<file path="src/start_gen_pkg.sv">
package start_gen_pkg;
	// ************************************************************
	// Baud counter geometry
	// ************************************************************
	localparam int unsigned BAUD_W = 8;
	localparam logic [7:0] BAUD_RESET = 8'h00;
	localparam logic [7:0] BAUD_ONE = 8'h01;
	localparam logic [7:0] BAUD_ZERO = 8'h00;

	// ************************************************************
	// Sequence states
	// ************************************************************
	typedef enum logic [1:0] {
		ST_IDLE,
		ST_HOLD_HIGH,
		ST_HOLD_LOW
	} start_state_t;
endpackage : start_gen_pkg

</file>
<file path="src/baud_if.sv">
interface baud_if #(
	parameter int unsigned WIDTH = start_gen_pkg::BAUD_W
);
	logic load;
	logic halt;
	logic [WIDTH-1:0] reload;
	logic expired;

	modport ctrl (
		output load,
		output halt,
		output reload,
		input expired
	);
	modport counter (
		input load,
		input halt,
		input reload,
		output expired
	);
endinterface : baud_if

</file>
<file path="src/baud_counter.sv">
module baud_counter #(
	parameter int unsigned WIDTH = start_gen_pkg::BAUD_W
) (
	input wire logic clk,
	input wire logic rst_b,
	baud_if.counter bus
);
	logic [WIDTH-1:0] count_q;
	logic running_q;
	logic expired_q;

	// ************************************************************
	// Reloadable down counter; one pulse on reaching zero
	// ************************************************************
	always_ff @(posedge clk or negedge rst_b) begin
		if (!rst_b) begin
			count_q <= WIDTH'(start_gen_pkg::BAUD_RESET);
			running_q <= 1'b0;
			expired_q <= 1'b0;
		end else if (bus.halt) begin
			running_q <= 1'b0;
			expired_q <= 1'b0;
		end else if (bus.load) begin
			count_q <= bus.reload;
			running_q <= 1'b1;
			expired_q <= 1'b0;
		end else if (running_q) begin
			if (count_q == WIDTH'(start_gen_pkg::BAUD_ZERO)) begin
				running_q <= 1'b0;
				expired_q <= 1'b1;
			end else begin
				count_q <= count_q - WIDTH'(start_gen_pkg::BAUD_ONE);
				expired_q <= 1'b0;
			end
		end else begin
			expired_q <= 1'b0;
		end
	end

	assign bus.expired = expired_q;
endmodule : baud_counter

</file>
<file path="src/i2c_master_start_generator.sv">
// Behaviour
// - Setting the start request bit begins a start condition.
// - Both lines high at request: load baud counter from reload value, count.
// - Counter expiry with both lines high: drive data low, release clock.
// - Data falling while clock high sets the start-detected flag.
// - After driving data low, reload counter for one more period.
// - Second expiry clears request, halts counter, keeps data low.
// - Either line low at request: collision flag, abort, idle.
// - Clock low before data driven low: collision flag, abort, idle.
module i2c_master_start_generator #(
	parameter int unsigned BAUD_W = start_gen_pkg::BAUD_W
) (
	input wire logic clk,
	input wire logic rst_b,
	input wire logic start_request_set,
	input wire logic [BAUD_W-1:0] baud_reload_value,
	input wire logic start_flag_clear,
	input wire logic collision_flag_clear,
	input wire logic release_data,
	input wire logic data_line_in,
	input wire logic clock_line_in,
	output logic data_line_out,
	output logic data_line_oe,
	output logic clock_line_out,
	output logic clock_line_oe,
	output logic start_request_bit,
	output logic start_detected,
	output logic bus_collision_flag,
	output logic busy
);
	start_gen_pkg::start_state_t state_q;
	start_gen_pkg::start_state_t state_d;
	logic request_bit_d;
	logic data_low_q;
	logic data_low_d;
	logic data_prev_q;
	logic start_detected_d;
	logic collision_flag_d;
	logic lines_high;
	logic idle_request;
	logic hold_release;
	logic data_fall;
	logic collide_at_request;
	logic collide_in_hold;
	logic collide;
	logic begin_ok;
	logic drive_low;
	logic finish;

	baud_if #(.WIDTH(BAUD_W)) baud ();

	baud_counter #(
		.WIDTH(BAUD_W)
	) u_baud (
		.clk(clk),
		.rst_b(rst_b),
		.bus(baud)
	);

	// ************************************************************
	// Line conditions
	// ************************************************************
	// Request is seen only from idle; re-setting mid-sequence only matters in the finish or collision cycle, where set beats clear
	assign idle_request = (state_q == start_gen_pkg::ST_IDLE) && start_request_bit;
	assign lines_high = data_line_in && clock_line_in;
	assign hold_release = release_data && (state_q == start_gen_pkg::ST_IDLE);
	assign data_fall = data_prev_q && !data_line_in && clock_line_in;

	// ************************************************************
	// Sequence decisions
	// ************************************************************
	assign begin_ok = idle_request && lines_high;
	// Anything short of both lines high counts, so a half-held bus is never started on
	assign collide_at_request = idle_request && !lines_high;
	// Clock pulled low by another master before our data edge
	assign collide_in_hold = (state_q == start_gen_pkg::ST_HOLD_HIGH)
		&& !clock_line_in;
	assign collide = collide_at_request || collide_in_hold;
	// Expiry with data held low elsewhere drives nothing; a clock collision ends the wait
	assign drive_low = (state_q == start_gen_pkg::ST_HOLD_HIGH) && baud.expired
		&& lines_high;
	assign finish = (state_q == start_gen_pkg::ST_HOLD_LOW) && baud.expired;

	assign baud.load = begin_ok || drive_low;
	assign baud.halt = collide || finish;
	assign baud.reload = baud_reload_value;

	// ************************************************************
	// State
	// ************************************************************
	always_comb begin
		state_d = state_q;
		unique case (state_q)
			start_gen_pkg::ST_IDLE: begin
				if (begin_ok) begin
					state_d = start_gen_pkg::ST_HOLD_HIGH;
				end
			end
			start_gen_pkg::ST_HOLD_HIGH: begin
				if (collide) begin
					state_d = start_gen_pkg::ST_IDLE;
				end else if (drive_low) begin
					state_d = start_gen_pkg::ST_HOLD_LOW;
				end
			end
			start_gen_pkg::ST_HOLD_LOW: begin
				if (finish) begin
					state_d = start_gen_pkg::ST_IDLE;
				end
			end
		endcase
	end

	always_ff @(posedge clk or negedge rst_b) begin
		if (!rst_b) begin
			state_q <= start_gen_pkg::ST_IDLE;
		end else begin
			state_q <= state_d;
		end
	end

	// ************************************************************
	// Request bit: software sets, hardware clears
	// ************************************************************
	always_comb begin
		request_bit_d = start_request_bit;
		if (start_request_set) begin
			request_bit_d = 1'b1;
		end else if (finish || collide) begin
			request_bit_d = 1'b0;
		end
	end

	always_ff @(posedge clk or negedge rst_b) begin
		if (!rst_b) begin
			start_request_bit <= 1'b0;
		end else begin
			start_request_bit <= request_bit_d;
		end
	end

	// ************************************************************
	// Data line hold; kept low after the sequence until released
	// ************************************************************
	always_comb begin
		data_low_d = data_low_q;
		if (drive_low) begin
			data_low_d = 1'b1;
		end else if (hold_release) begin
			data_low_d = 1'b0;
		end
	end

	always_ff @(posedge clk or negedge rst_b) begin
		if (!rst_b) begin
			data_low_q <= 1'b0;
		end else begin
			data_low_q <= data_low_d;
		end
	end

	// ************************************************************
	// Pin drivers; open drain, so the level driven is always low
	// ************************************************************
	always_ff @(posedge clk or negedge rst_b) begin
		if (!rst_b) begin
			data_line_out <= 1'b0;
			data_line_oe <= 1'b0;
		end else begin
			data_line_out <= 1'b0;
			data_line_oe <= data_low_d;
		end
	end

	// Clock is never pulled here; clock stretching belongs to the rest of the engine
	always_ff @(posedge clk or negedge rst_b) begin
		if (!rst_b) begin
			clock_line_out <= 1'b0;
			clock_line_oe <= 1'b0;
		end else begin
			clock_line_out <= 1'b0;
			clock_line_oe <= 1'b0;
		end
	end

	// High from the load edge; drops one edge after the request bit
	always_ff @(posedge clk or negedge rst_b) begin
		if (!rst_b) begin
			busy <= 1'b0;
		end else begin
			busy <= (state_q != start_gen_pkg::ST_IDLE) || begin_ok;
		end
	end

	// ************************************************************
	// Status flags; a set wins over a clear in the same cycle
	// ************************************************************
	// Reset level matches the pulled-up idle line, so no false edge after reset
	always_ff @(posedge clk or negedge rst_b) begin
		if (!rst_b) begin
			data_prev_q <= 1'b1;
		end else begin
			data_prev_q <= data_line_in;
		end
	end

	always_comb begin
		start_detected_d = start_detected;
		if (data_fall) begin
			start_detected_d = 1'b1;
		end else if (start_flag_clear) begin
			start_detected_d = 1'b0;
		end
	end

	always_ff @(posedge clk or negedge rst_b) begin
		if (!rst_b) begin
			start_detected <= 1'b0;
		end else begin
			start_detected <= start_detected_d;
		end
	end

	always_comb begin
		collision_flag_d = bus_collision_flag;
		if (collide) begin
			collision_flag_d = 1'b1;
		end else if (collision_flag_clear) begin
			collision_flag_d = 1'b0;
		end
	end

	always_ff @(posedge clk or negedge rst_b) begin
		if (!rst_b) begin
			bus_collision_flag <= 1'b0;
		end else begin
			bus_collision_flag <= collision_flag_d;
		end
	end
endmodule : i2c_master_start_generator

</file>
<file path="config.mk">
export PLATFORM = sky130hd
export DESIGN_NAME = i2c_master_start_generator
export DESIGN_NICKNAME = d
export VERILOG_FILES = /design/src/start_gen_pkg.sv /design/src/baud_if.sv /design/src/baud_counter.sv /design/src/i2c_master_start_generator.sv
export SDC_FILE = /design/constraint.sdc
export NUM_CORES = 1
export LEC_CHECK = 0
export BUFFER_PORTS_ARGS = -buffer_cell sky130_fd_sc_hd__buf_2
export CAP_MARGIN = 20
export CORE_AREA = 10 10 75 51
export CTS_CLUSTER_SIZE = 30
export DETAILED_ROUTE_END_ITERATION = 12
export DIE_AREA = 0 0 85 61
export PLACE_DENSITY = 0.65
export SLEW_MARGIN = 20
export SYNTH_ARGS = -nofsm -noshare
export SYNTH_HDL_FRONTEND = slang
export SYNTH_SLANG_ARGS = --single-unit
</file>
<file path="constraint.sdc">
create_clock -name clk -period 2.4 [get_ports clk]
set_input_delay 0.24 -clock clk [delete_from_list [all_inputs] [get_ports clk]]
set_output_delay 0.24 -clock clk [all_outputs]
set_load 0.05 [all_outputs]
</file>
==> flow_results.org, run 1 <==
** Status
- The flow ran to the end, and the final reports show no timing, DRC or antenna violations.

** Yosys
- In the synthesized netlist the dominant register cell turns out to be sky130_fd_sc_hd__dfrtp_1.
- The synthesized design contains 0 enable-type register cells.
- Summing every instance area after synthesis gives between 1000 and 1500 sq um.
- sky130_fd_sc_hd__dfrtp_1 takes more of the synthesized area than any other cell.
- Async set-or-reset flop fraction in the synthesized netlist :: 100%
- Synthesized area per cell :: about 9.6 sq um
- Synthesis inferred 18 register bits.
- Sequential area share after synthesis :: between 40% and 50%
- Top cell type's share of synthesized area :: 39.4%
- Largest cells by area after synthesis :: sky130_fd_sc_hd__dfrtp_1 (39%), sky130_fd_sc_hd__ha_1 (5.8%), sky130_fd_sc_hd__a221o_1 (4.6%), sky130_fd_sc_hd__a21oi_1 (3.2%), sky130_fd_sc_hd__nand2_1 (3.1%)
- Distinct cells, synth :: 44
- Synthesized netlist cell count :: between 100 and 150
- Number of warnings printed during yosys synthesis :: 0

** GRT
- Entering global routing, the biggest net connects 19 pins.
- The via count of the first global-routing pass was 908.
- Global routing finished with a remaining overflow of 0.
- Total GRT Usage :: 10.5%
- Met2 GRT Util :: approximately 15%
- Global-route wire length before repair :: 4.38 mm
- Global routing consumed, on the met3 layer, 4.95% of the routing resources.
- Met1 track demand over resource :: 14.1%
- The number of antenna violations at the first check in global routing was 0.
- met2 is the most crowded layer.

** Setup path
- At the worst endpoint, the arrival time is 2.33 ns.
- STA puts the critical path data required time at 2.57 ns.
- Max FO, Critical Path :: 10
- Endpoint type of the worst setup path :: register
- Slack of the worst reg-to-reg path :: 0.24 ns
- The worst register-to-register path has a depth of 6.
- STA classifies the critical path startpoint as a register.
- The worst setup path is of the reg2reg kind.

** Die
- The die is 85 um wide.
- IO Count :: 24
- Count of standard-cell rows :: 14
- Die Footprint :: 5190 sq um
- For this configuration, the core starts out at a cell density of 43.7%.
- Die Y :: roughly 60 um
- The floorplan step defined a core boundary enclosing 2470 sq um.

** CTS
- TritonCTS created 3 clock buffers.
- Root Buffer :: sky130_fd_sc_hd__clkbuf_8
- Maximum level of the CTS H-tree :: 1
- The later pin in the worst-skew pair is clocked with a latency of between 0.2 and 0.3 ns.
- No sink is reached through more buffers than the 2 on the longest clock path.
- Clock transition at the register clock pins on the worst setup and hold paths after CTS :: 0.07 ns
- Post-CTS sizing :: 0
- Postcts setup bufs :: 0
- Clock tree from TritonCTS :: built
- TritonCTS sink count :: 18

** Route
- Iter 0 DRT Violations :: 97
- DRC :: 0
- Vias :: between 900 and 1,000
- In the final routed layout, each cell accounts on average for 16.0 um.
- The first TritonRoute pass finished after 4 iterations.
- Total detailed-routing wirelength :: 2.70 mm
- The count of nets left with antenna violations once routing finished came out at 0.
- Using the TritonRoute via totals, the vias-per-cell ratio works out to around 5.5.

** Finish
- For this run, the post-layout net count is 159.
- Summing all multi-input logic gate instances after layout gives 571 sq um.
- Area taken by flip-flops and latches :: 452 sq um
- The repair_antennas step left the layout with diodes totalling 0.
- Once layout is complete, the utilization of the core stands at just over 50%.
- Cells with a size suffix above 1 make up 25.5% of the layout.
- Compared with the post-synthesis result, the final layout area differs by 18.3%.
- Fill cells :: 230

** Timing
- The number of hold-slack violations in the final timing report came to 0.
- Setup-failing EPs final :: 0
- Setup slack on the critical path of the routed design comes to 0.244 ns.
- Total negative slack :: 0 ns
- Achievable Freq :: 0.464 GHz
- Setup repair after global routing left no endpoint under its margin.
- Final critical-path share of the clock period :: 89.8%
- The worst pin sits at a relative slew slack of about 60%.
- Tightest Pin Transition :: 0.598 ns
- Hold WS :: 0.148 ns
- Clock skew after layout :: 0.00135 ns
- The count of final max-slew check failures was 0.
- Final Critical Period :: 2.16 ns

** Min path
- Instance count along the most critical hold path :: 1
- The tightest min-delay check is of the in2reg type.

** Place
- Dpl hpwl :: 2.10 mm
- Port-buffer cells :: 20
- Final weighted congestion of routability-driven global placement :: 0.845
- OpenSTA, run right after detailed placement, puts the worst setup slack at 0.293 ns.

** Power and ir drop
- Peak ir drop on the vdd network :: just under 500 uV
- In this run the static leakage power is approximately 0.57 nW.
- Power density over the cells :: roughly 1100 nW/um^2
- Power comes to 0.00138 W.

** Job
- Across the run, the number of max-cap violations was 0.
==> cells in the mapped netlist (all sizes together) (2+ instances only) <==
master   count
dfrtp       17
nand2       10
a21oi        7
inv          7
o21ai        7
nor3         6
a221o        5
ha           5
nor2         5
buf          4
o211ai       4
a2bb2oi      2
and2         2
nand4        2
nor2b        2
nor4         2
o22ai        2
or4          2
==> sequential cells by signal (all words and copies together) (netlist names) <==
signal	cells
bus_collision_flag	1
start_detected	1
data_prev_q	1
data_line_oe	1
u_baud.bus.expired	1
u_baud.running_q	1
state_q	2
busy	1
u_baud.count_q	8
start_request_bit	1
==> cell usage in the layout (no fill, tap or decap), types with 3 or more instances in the layout <==
cell / count
sky130_fd_sc_hd__buf_2: 20
sky130_fd_sc_hd__dfrtp_1: 17
sky130_fd_sc_hd__nand2_1: 9
sky130_fd_sc_hd__inv_1: 7
sky130_fd_sc_hd__a21oi_1: 7
sky130_fd_sc_hd__nor3_1: 6
sky130_fd_sc_hd__o21ai_0: 6
sky130_fd_sc_hd__a221o_1: 5
sky130_fd_sc_hd__nor2_1: 5
sky130_fd_sc_hd__ha_1: 5
sky130_fd_sc_hd__clkbuf_8: 4
sky130_fd_sc_hd__o211ai_1: 3
sky130_fd_sc_hd__conb_1: 3
sky130_fd_sc_hd__buf_4: 3
==> critical path: stages, from the launching register on <==
cell and delay (ns):
sky130_fd_sc_hd__dfrtp_1 0.38, sky130_fd_sc_hd__inv_1 0.08, sky130_fd_sc_hd__ha_1 0.24, sky130_fd_sc_hd__and2_1 0.22
sky130_fd_sc_hd__a221o_1 0.48, sky130_fd_sc_hd__or4_1 0.57, sky130_fd_sc_hd__o211ai_1 0.10
==> area by class of cell <==
| type | count | area share (%) |
|---|---|---|
| timing repair buffer | 24 | 10.4 |
| multi-input combinational | 84 | 44.7 |
| tap | 32 | 3.14 |
| inverter | 7 | 2.06 |
| clock buffer | 4 | 4.31 |
| sequential | 18 | 35.4 |
==> kinds of logic after synthesis <==
| logic type | Yosys count | synth area share, % |
|---|---|---|
| DFF | 18 | 41.9 |
| buffers and inverters | 12 | 5.92 |
| AOI/OAI and AO/OA | 35 | 23.9 |
| and+or+nand+nor | 40 | 21.2 |
| muxes | 1 | 0.928 |
| other | 1 | 0.348 |
| adders and majority gates | 5 | 5.80 |
==> final timing paths <==
path / end / from
worst max-delay path: u_baud.count_q[1]$_DFFE_PN0P_ / state_q[1]$_DFFE_PN0P_
worst min-delay path: data_prev_q$_DFF_PN1_ / data_line_in
worst max register to register: u_baud.count_q[1]$_DFFE_PN0P_ / state_q[1]$_DFFE_PN0P_
worst min register to register: data_line_oe$_DFFE_PN0P_ / data_line_oe$_DFFE_PN0P_
max in group asynchronous: data_prev_q$_DFF_PN1_ / rst_b
min in group asynchronous: start_detected$_DFFE_PN0P_ / rst_b
==> through the flow <==
step,instances,instance area (sq um)
detailed placement,164,1210
floorplan,114,1090
global placement,164,1210
CTS,169,1280
finish,169,1280
global route,169,1280
==> what timing repair did <==
item / in CTS / in global routing
setup endpoints to repair: 0 / 0
hold buffers: 1 / 0
endpoints found under the hold margin: 17 / 0
==> power by group <==
| group | switching [W] | leakage, nW | internal (W) |
|---|---|---|---|
| logic | 0.000391 | 0.331 | 0.000241 |
| clock network | 0.0000986 | 0.0288 | 0.000146 |
| registers | 0.0000975 | 0.215 | 0.000410 |
==> layer usage <==
metal,share of wire (%),routed length [um]
met2,42,1120
met4,0.41,11
met5,0,0
met3,9.9,268
met1,48,1300
No activity file was read; power rests on OpenSTA's default activity.
==> run 2: changes to the inputs <==
Settings changed: CORE_AREA 10 10 75 51 to 10 10 60 62, DIE_AREA 0 0 85 61 to 0 0 70 72, PLACE_DENSITY 0.65 to 0.72.
==> flow_results.org, run 2 (synthesis results as in run 1) <==
** Status
- Outcome :: finished, final reports clean (unchanged)

** Setup path
- Reg2reg start :: state_q[0]$_DFFE_PN0P_ (was state_q[1]$_DFFE_PN0P_)
- FF-to-FF End :: u_baud.count_q[2]$_DFFE_PN0P_ (was u_baud.count_q[1]$_DFFE_PN0P_)
- The destination of the critical timing path is u_baud.count_q[2]$_DFFE_PN0P_ (was u_baud.count_q[1]$_DFFE_PN0P_).
- The count of cell instances traversed by the critical path is 6 (unchanged).
- Max FO, Critical Path :: 10 (unchanged)
- Path depth of the worst reg2reg path :: 6 (unchanged)
- The kind of end point of the critical path was a register (unchanged).
- Slack of the worst reg-to-reg path :: 0.28 ns (was 0.24 ns)
- Type of the setup path with the least slack :: reg2reg (unchanged)
- Crit-path leading delay family :: simple AND/OR/NAND/NOR gates (unchanged)
- The sum of buffers and inverters on the critical path was 1 (unchanged).
- Worst EP arrival :: 2.35 ns (was 2.33 ns)
- Chain of cells forming the critical path: inv_1, ha_1, and2_1, a221o_1, or4_4, o211ai_2 (was inv_1, ha_1, and2_1, a221o_1, or4_1, o211ai_1).
- Cell with the biggest individual delay on the critical path :: sky130_fd_sc_hd__or4_4 (was sky130_fd_sc_hd__or4_1)
- Launching element of the worst setup path :: state_q[0]$_DFFE_PN0P_ (was state_q[1]$_DFFE_PN0P_)
- Largest stage delay on the critical path :: 0.58 ns (was 0.57 ns)
- Req. time, crit path :: 2.64 ns (was 2.57 ns)
- The type of origin of the critical path is a register (unchanged).

** Power and ir drop
- The maximum ir drop on the vdd rail came to 613 uV (was 497 uV).
- The leakage power was 0.561 nW (was 0.575 nW).
- Power density over the cells :: 1060 nW/um^2 (was 1080 nW/um^2)

** Finish
- Regs by FF count :: u_baud.count_q x8, state_q x2 (unchanged)
- Max FFs per register :: 8 (unchanged)
- The number of nets in the layout is 158 (was 159).
- Leading cell types in the layout, fill and taps excluded: sky130_fd_sc_hd__buf_2 (20), sky130_fd_sc_hd__dfrtp_1 (17), sky130_fd_sc_hd__nand2_1 (9), sky130_fd_sc_hd__inv_1 (7), sky130_fd_sc_hd__a21oi_1 (7) (unchanged).
- The register with the highest flop count is u_baud.count_q (unchanged).
- The leading cell type in the layout, fill and taps excluded is sky130_fd_sc_hd__buf_2 (unchanged).
- Area taken by flip-flops and latches :: 452 sq um (unchanged)
- The area growth from synthesis to layout was 15.7% (was 18.3%).
- Proportion of layout cells with a drive suffix above 1 :: 25.0% (was 25.5%)
- The antenna cell count is 0 (unchanged).
- The area used by multi-input combinational logic is 571 sq um (unchanged).
- The post-route non-filler standard cell count came to 166 (was 169).
- Fill cells :: 231 (was 230)

** Job
- The max-capacitance violation count is 0 (unchanged).

** Die
- Die Footprint :: 5040 sq um (was 5190 sq um)
- Count of standard-cell rows :: 18 (was 14)
- Die Y :: 72 um (was 61 um)
- The starting density of the core is 44.3% (was 43.7%).
- The number of top-level pins was 24 (unchanged).
- Floorplan core area :: 2430 sq um (was 2470 sq um)
- Overall die width :: 70 um (was 85 um)

** Timing
- The number of hold-slack violations in the final timing report is 0 (unchanged).
- Worst rel slew slack :: 49.9% (was 60.0%)
- Setup-failing EPs final :: 0 (unchanged)
- The final critical-path share of the clock period came to 88.2% (was 89.8%).
- The upper clock frequency limit is 0.472 GHz (was 0.464 GHz).
- Total negative slack :: 0 ns (unchanged)
- The time the worst path needs with I/O delays and setup came to 2.12 ns (was 2.16 ns).
- Clock skew after layout :: 0.00419 ns (was 0.00135 ns)
- Max-slew violation count :: 0 (unchanged)
- Setup repair after global routing missed its margin: false (unchanged).
- Tightest Pin Transition :: 0.748 ns (was 0.598 ns)

** CTS
- CTS Hold Bufs :: 1 (unchanged)
- Maximum level of the CTS H-tree :: 1 (unchanged)
- The register clock-pin slew on the reported worst setup and hold paths came to 0.11 ns (was 0.07 ns).
- Post-CTS sizing :: 0 (unchanged)
- The worst-case clock buffer depth was 2 (unchanged).
- TritonCTS sink count :: 18 (unchanged)
- Clock tree from TritonCTS :: built (unchanged)
- The post-CTS setup-driven buffer insertion count is 0 (unchanged).
- Number of buffers created by CTS :: 3 (unchanged)
- Root Buffer :: sky130_fd_sc_hd__clkbuf_4 (was sky130_fd_sc_hd__clkbuf_8)
- Later-pin clock latency in the skew report :: 0.30 ns (was 0.25 ns)

** Route
- The remaining routing DRC violations is 0 (unchanged).
- DRT Pass-1 Iters :: 4 (unchanged)
- The aggregate routed wire length is 2.63 mm (was 2.70 mm).
- Vias :: 921 (was 936)
- Antenna violation net count after detailed routing :: 0 (unchanged)
- Wire length per cell after detailed routing :: 15.9 um (was 16.0 um)
- Via/cell ratio :: 5.55 (was 5.54)
- The initial DRC count is 71 (was 97).

** Place
- Port-buffer cells :: 20 (unchanged)
- Dpl hpwl :: 2.01 mm (was 2.10 mm)
- DP Cell Count :: 161 (was 164)
- The global placement routability congestion came to 0.877 (was 0.845).

** GRT
- The global router's overall resource usage came to 10.7% (was 10.5%).
- Pin count of the biggest net entering global routing :: 19 (unchanged)
- The global route total overflow was 0 (unchanged).
- Initial antenna violation count :: 0 (unchanged)
- Global-route wire length before repair :: 4.48 mm (was 4.38 mm)
- The via count of the first global-routing pass was 981 (was 908).

** Min path
- The path category of the worst min-delay check is in2reg (unchanged).
-- run 2: worst register-to-register path: stages (launching register included) --
cell,delay (ns)
sky130_fd_sc_hd__dfrtp_1,0.37
sky130_fd_sc_hd__inv_1,0.07
sky130_fd_sc_hd__ha_1,0.27
sky130_fd_sc_hd__and2_1,0.22
sky130_fd_sc_hd__a221o_1,0.46
sky130_fd_sc_hd__or4_4,0.58
sky130_fd_sc_hd__o211ai_2,0.08
-- run 2: cell type report --
type                            instances  share of cell area [%]
Inverter                                7                    2.11
Sequential cell                        18                    36.2
Clock buffer                            4                    2.91
Multi-Input combinational cell         84                    45.7
Tap cell                               30                    3.01
Timing Repair Buffer                   23                    10.0
-- run 2: per-layer routing --
metal,GRT usage [%],vias up,part of all wire [%]
met2,17.4,19,46
met1,13.1,437,48
met5,0,-,0
met3,1.90,5,3.7
li1,-,460,-
met4,5.92,0,2.2
-- run 2: worst min path at each step --
stage / start / to / cells past startpoint
after floorplan: rst_b / bus_collision_flag$_DFFE_PN0P_ / 0
after global placement: rst_b / start_request_bit$_DFFE_PN0P_ / 1
after detailed placement: rst_b / start_request_bit$_DFFE_PN0P_ / 1
after CTS: data_line_in / data_prev_q$_DFF_PN1_ / 1
after global routing: data_line_in / data_prev_q$_DFF_PN1_ / 1
final: data_line_in / data_prev_q$_DFF_PN1_ / 1
-- run 2: where the power goes --
group          internal, W  switching (W)  total [W]  leakage (nW)
Clock            0.0000927       0.000106   0.000198        0.0210
Combinational     0.000237       0.000378   0.000615         0.325
Sequential        0.000409       0.000101   0.000511         0.215
Total             0.000739       0.000585    0.00132         0.561
-- run 2: metrics by stage --
stage	cell area (sq um)	utilization (%)	setup slack (ns)	hold WS [ns]	power, W
2_1_floorplan	1090	-	0.430	-0.0556	0.000962
4_1_cts	1250	51.3	0.283	0.0778	0.00133
3_5_place_dp	1200	49.4	0.313	0.199	0.00112
6_report	1250	51.3	0.283	0.0844	0.00132
5_1_grt	1250	51.3	0.148	0.0647	0.00143
3_3_place_gp	1200	49.4	0.337	0.191	0.00110
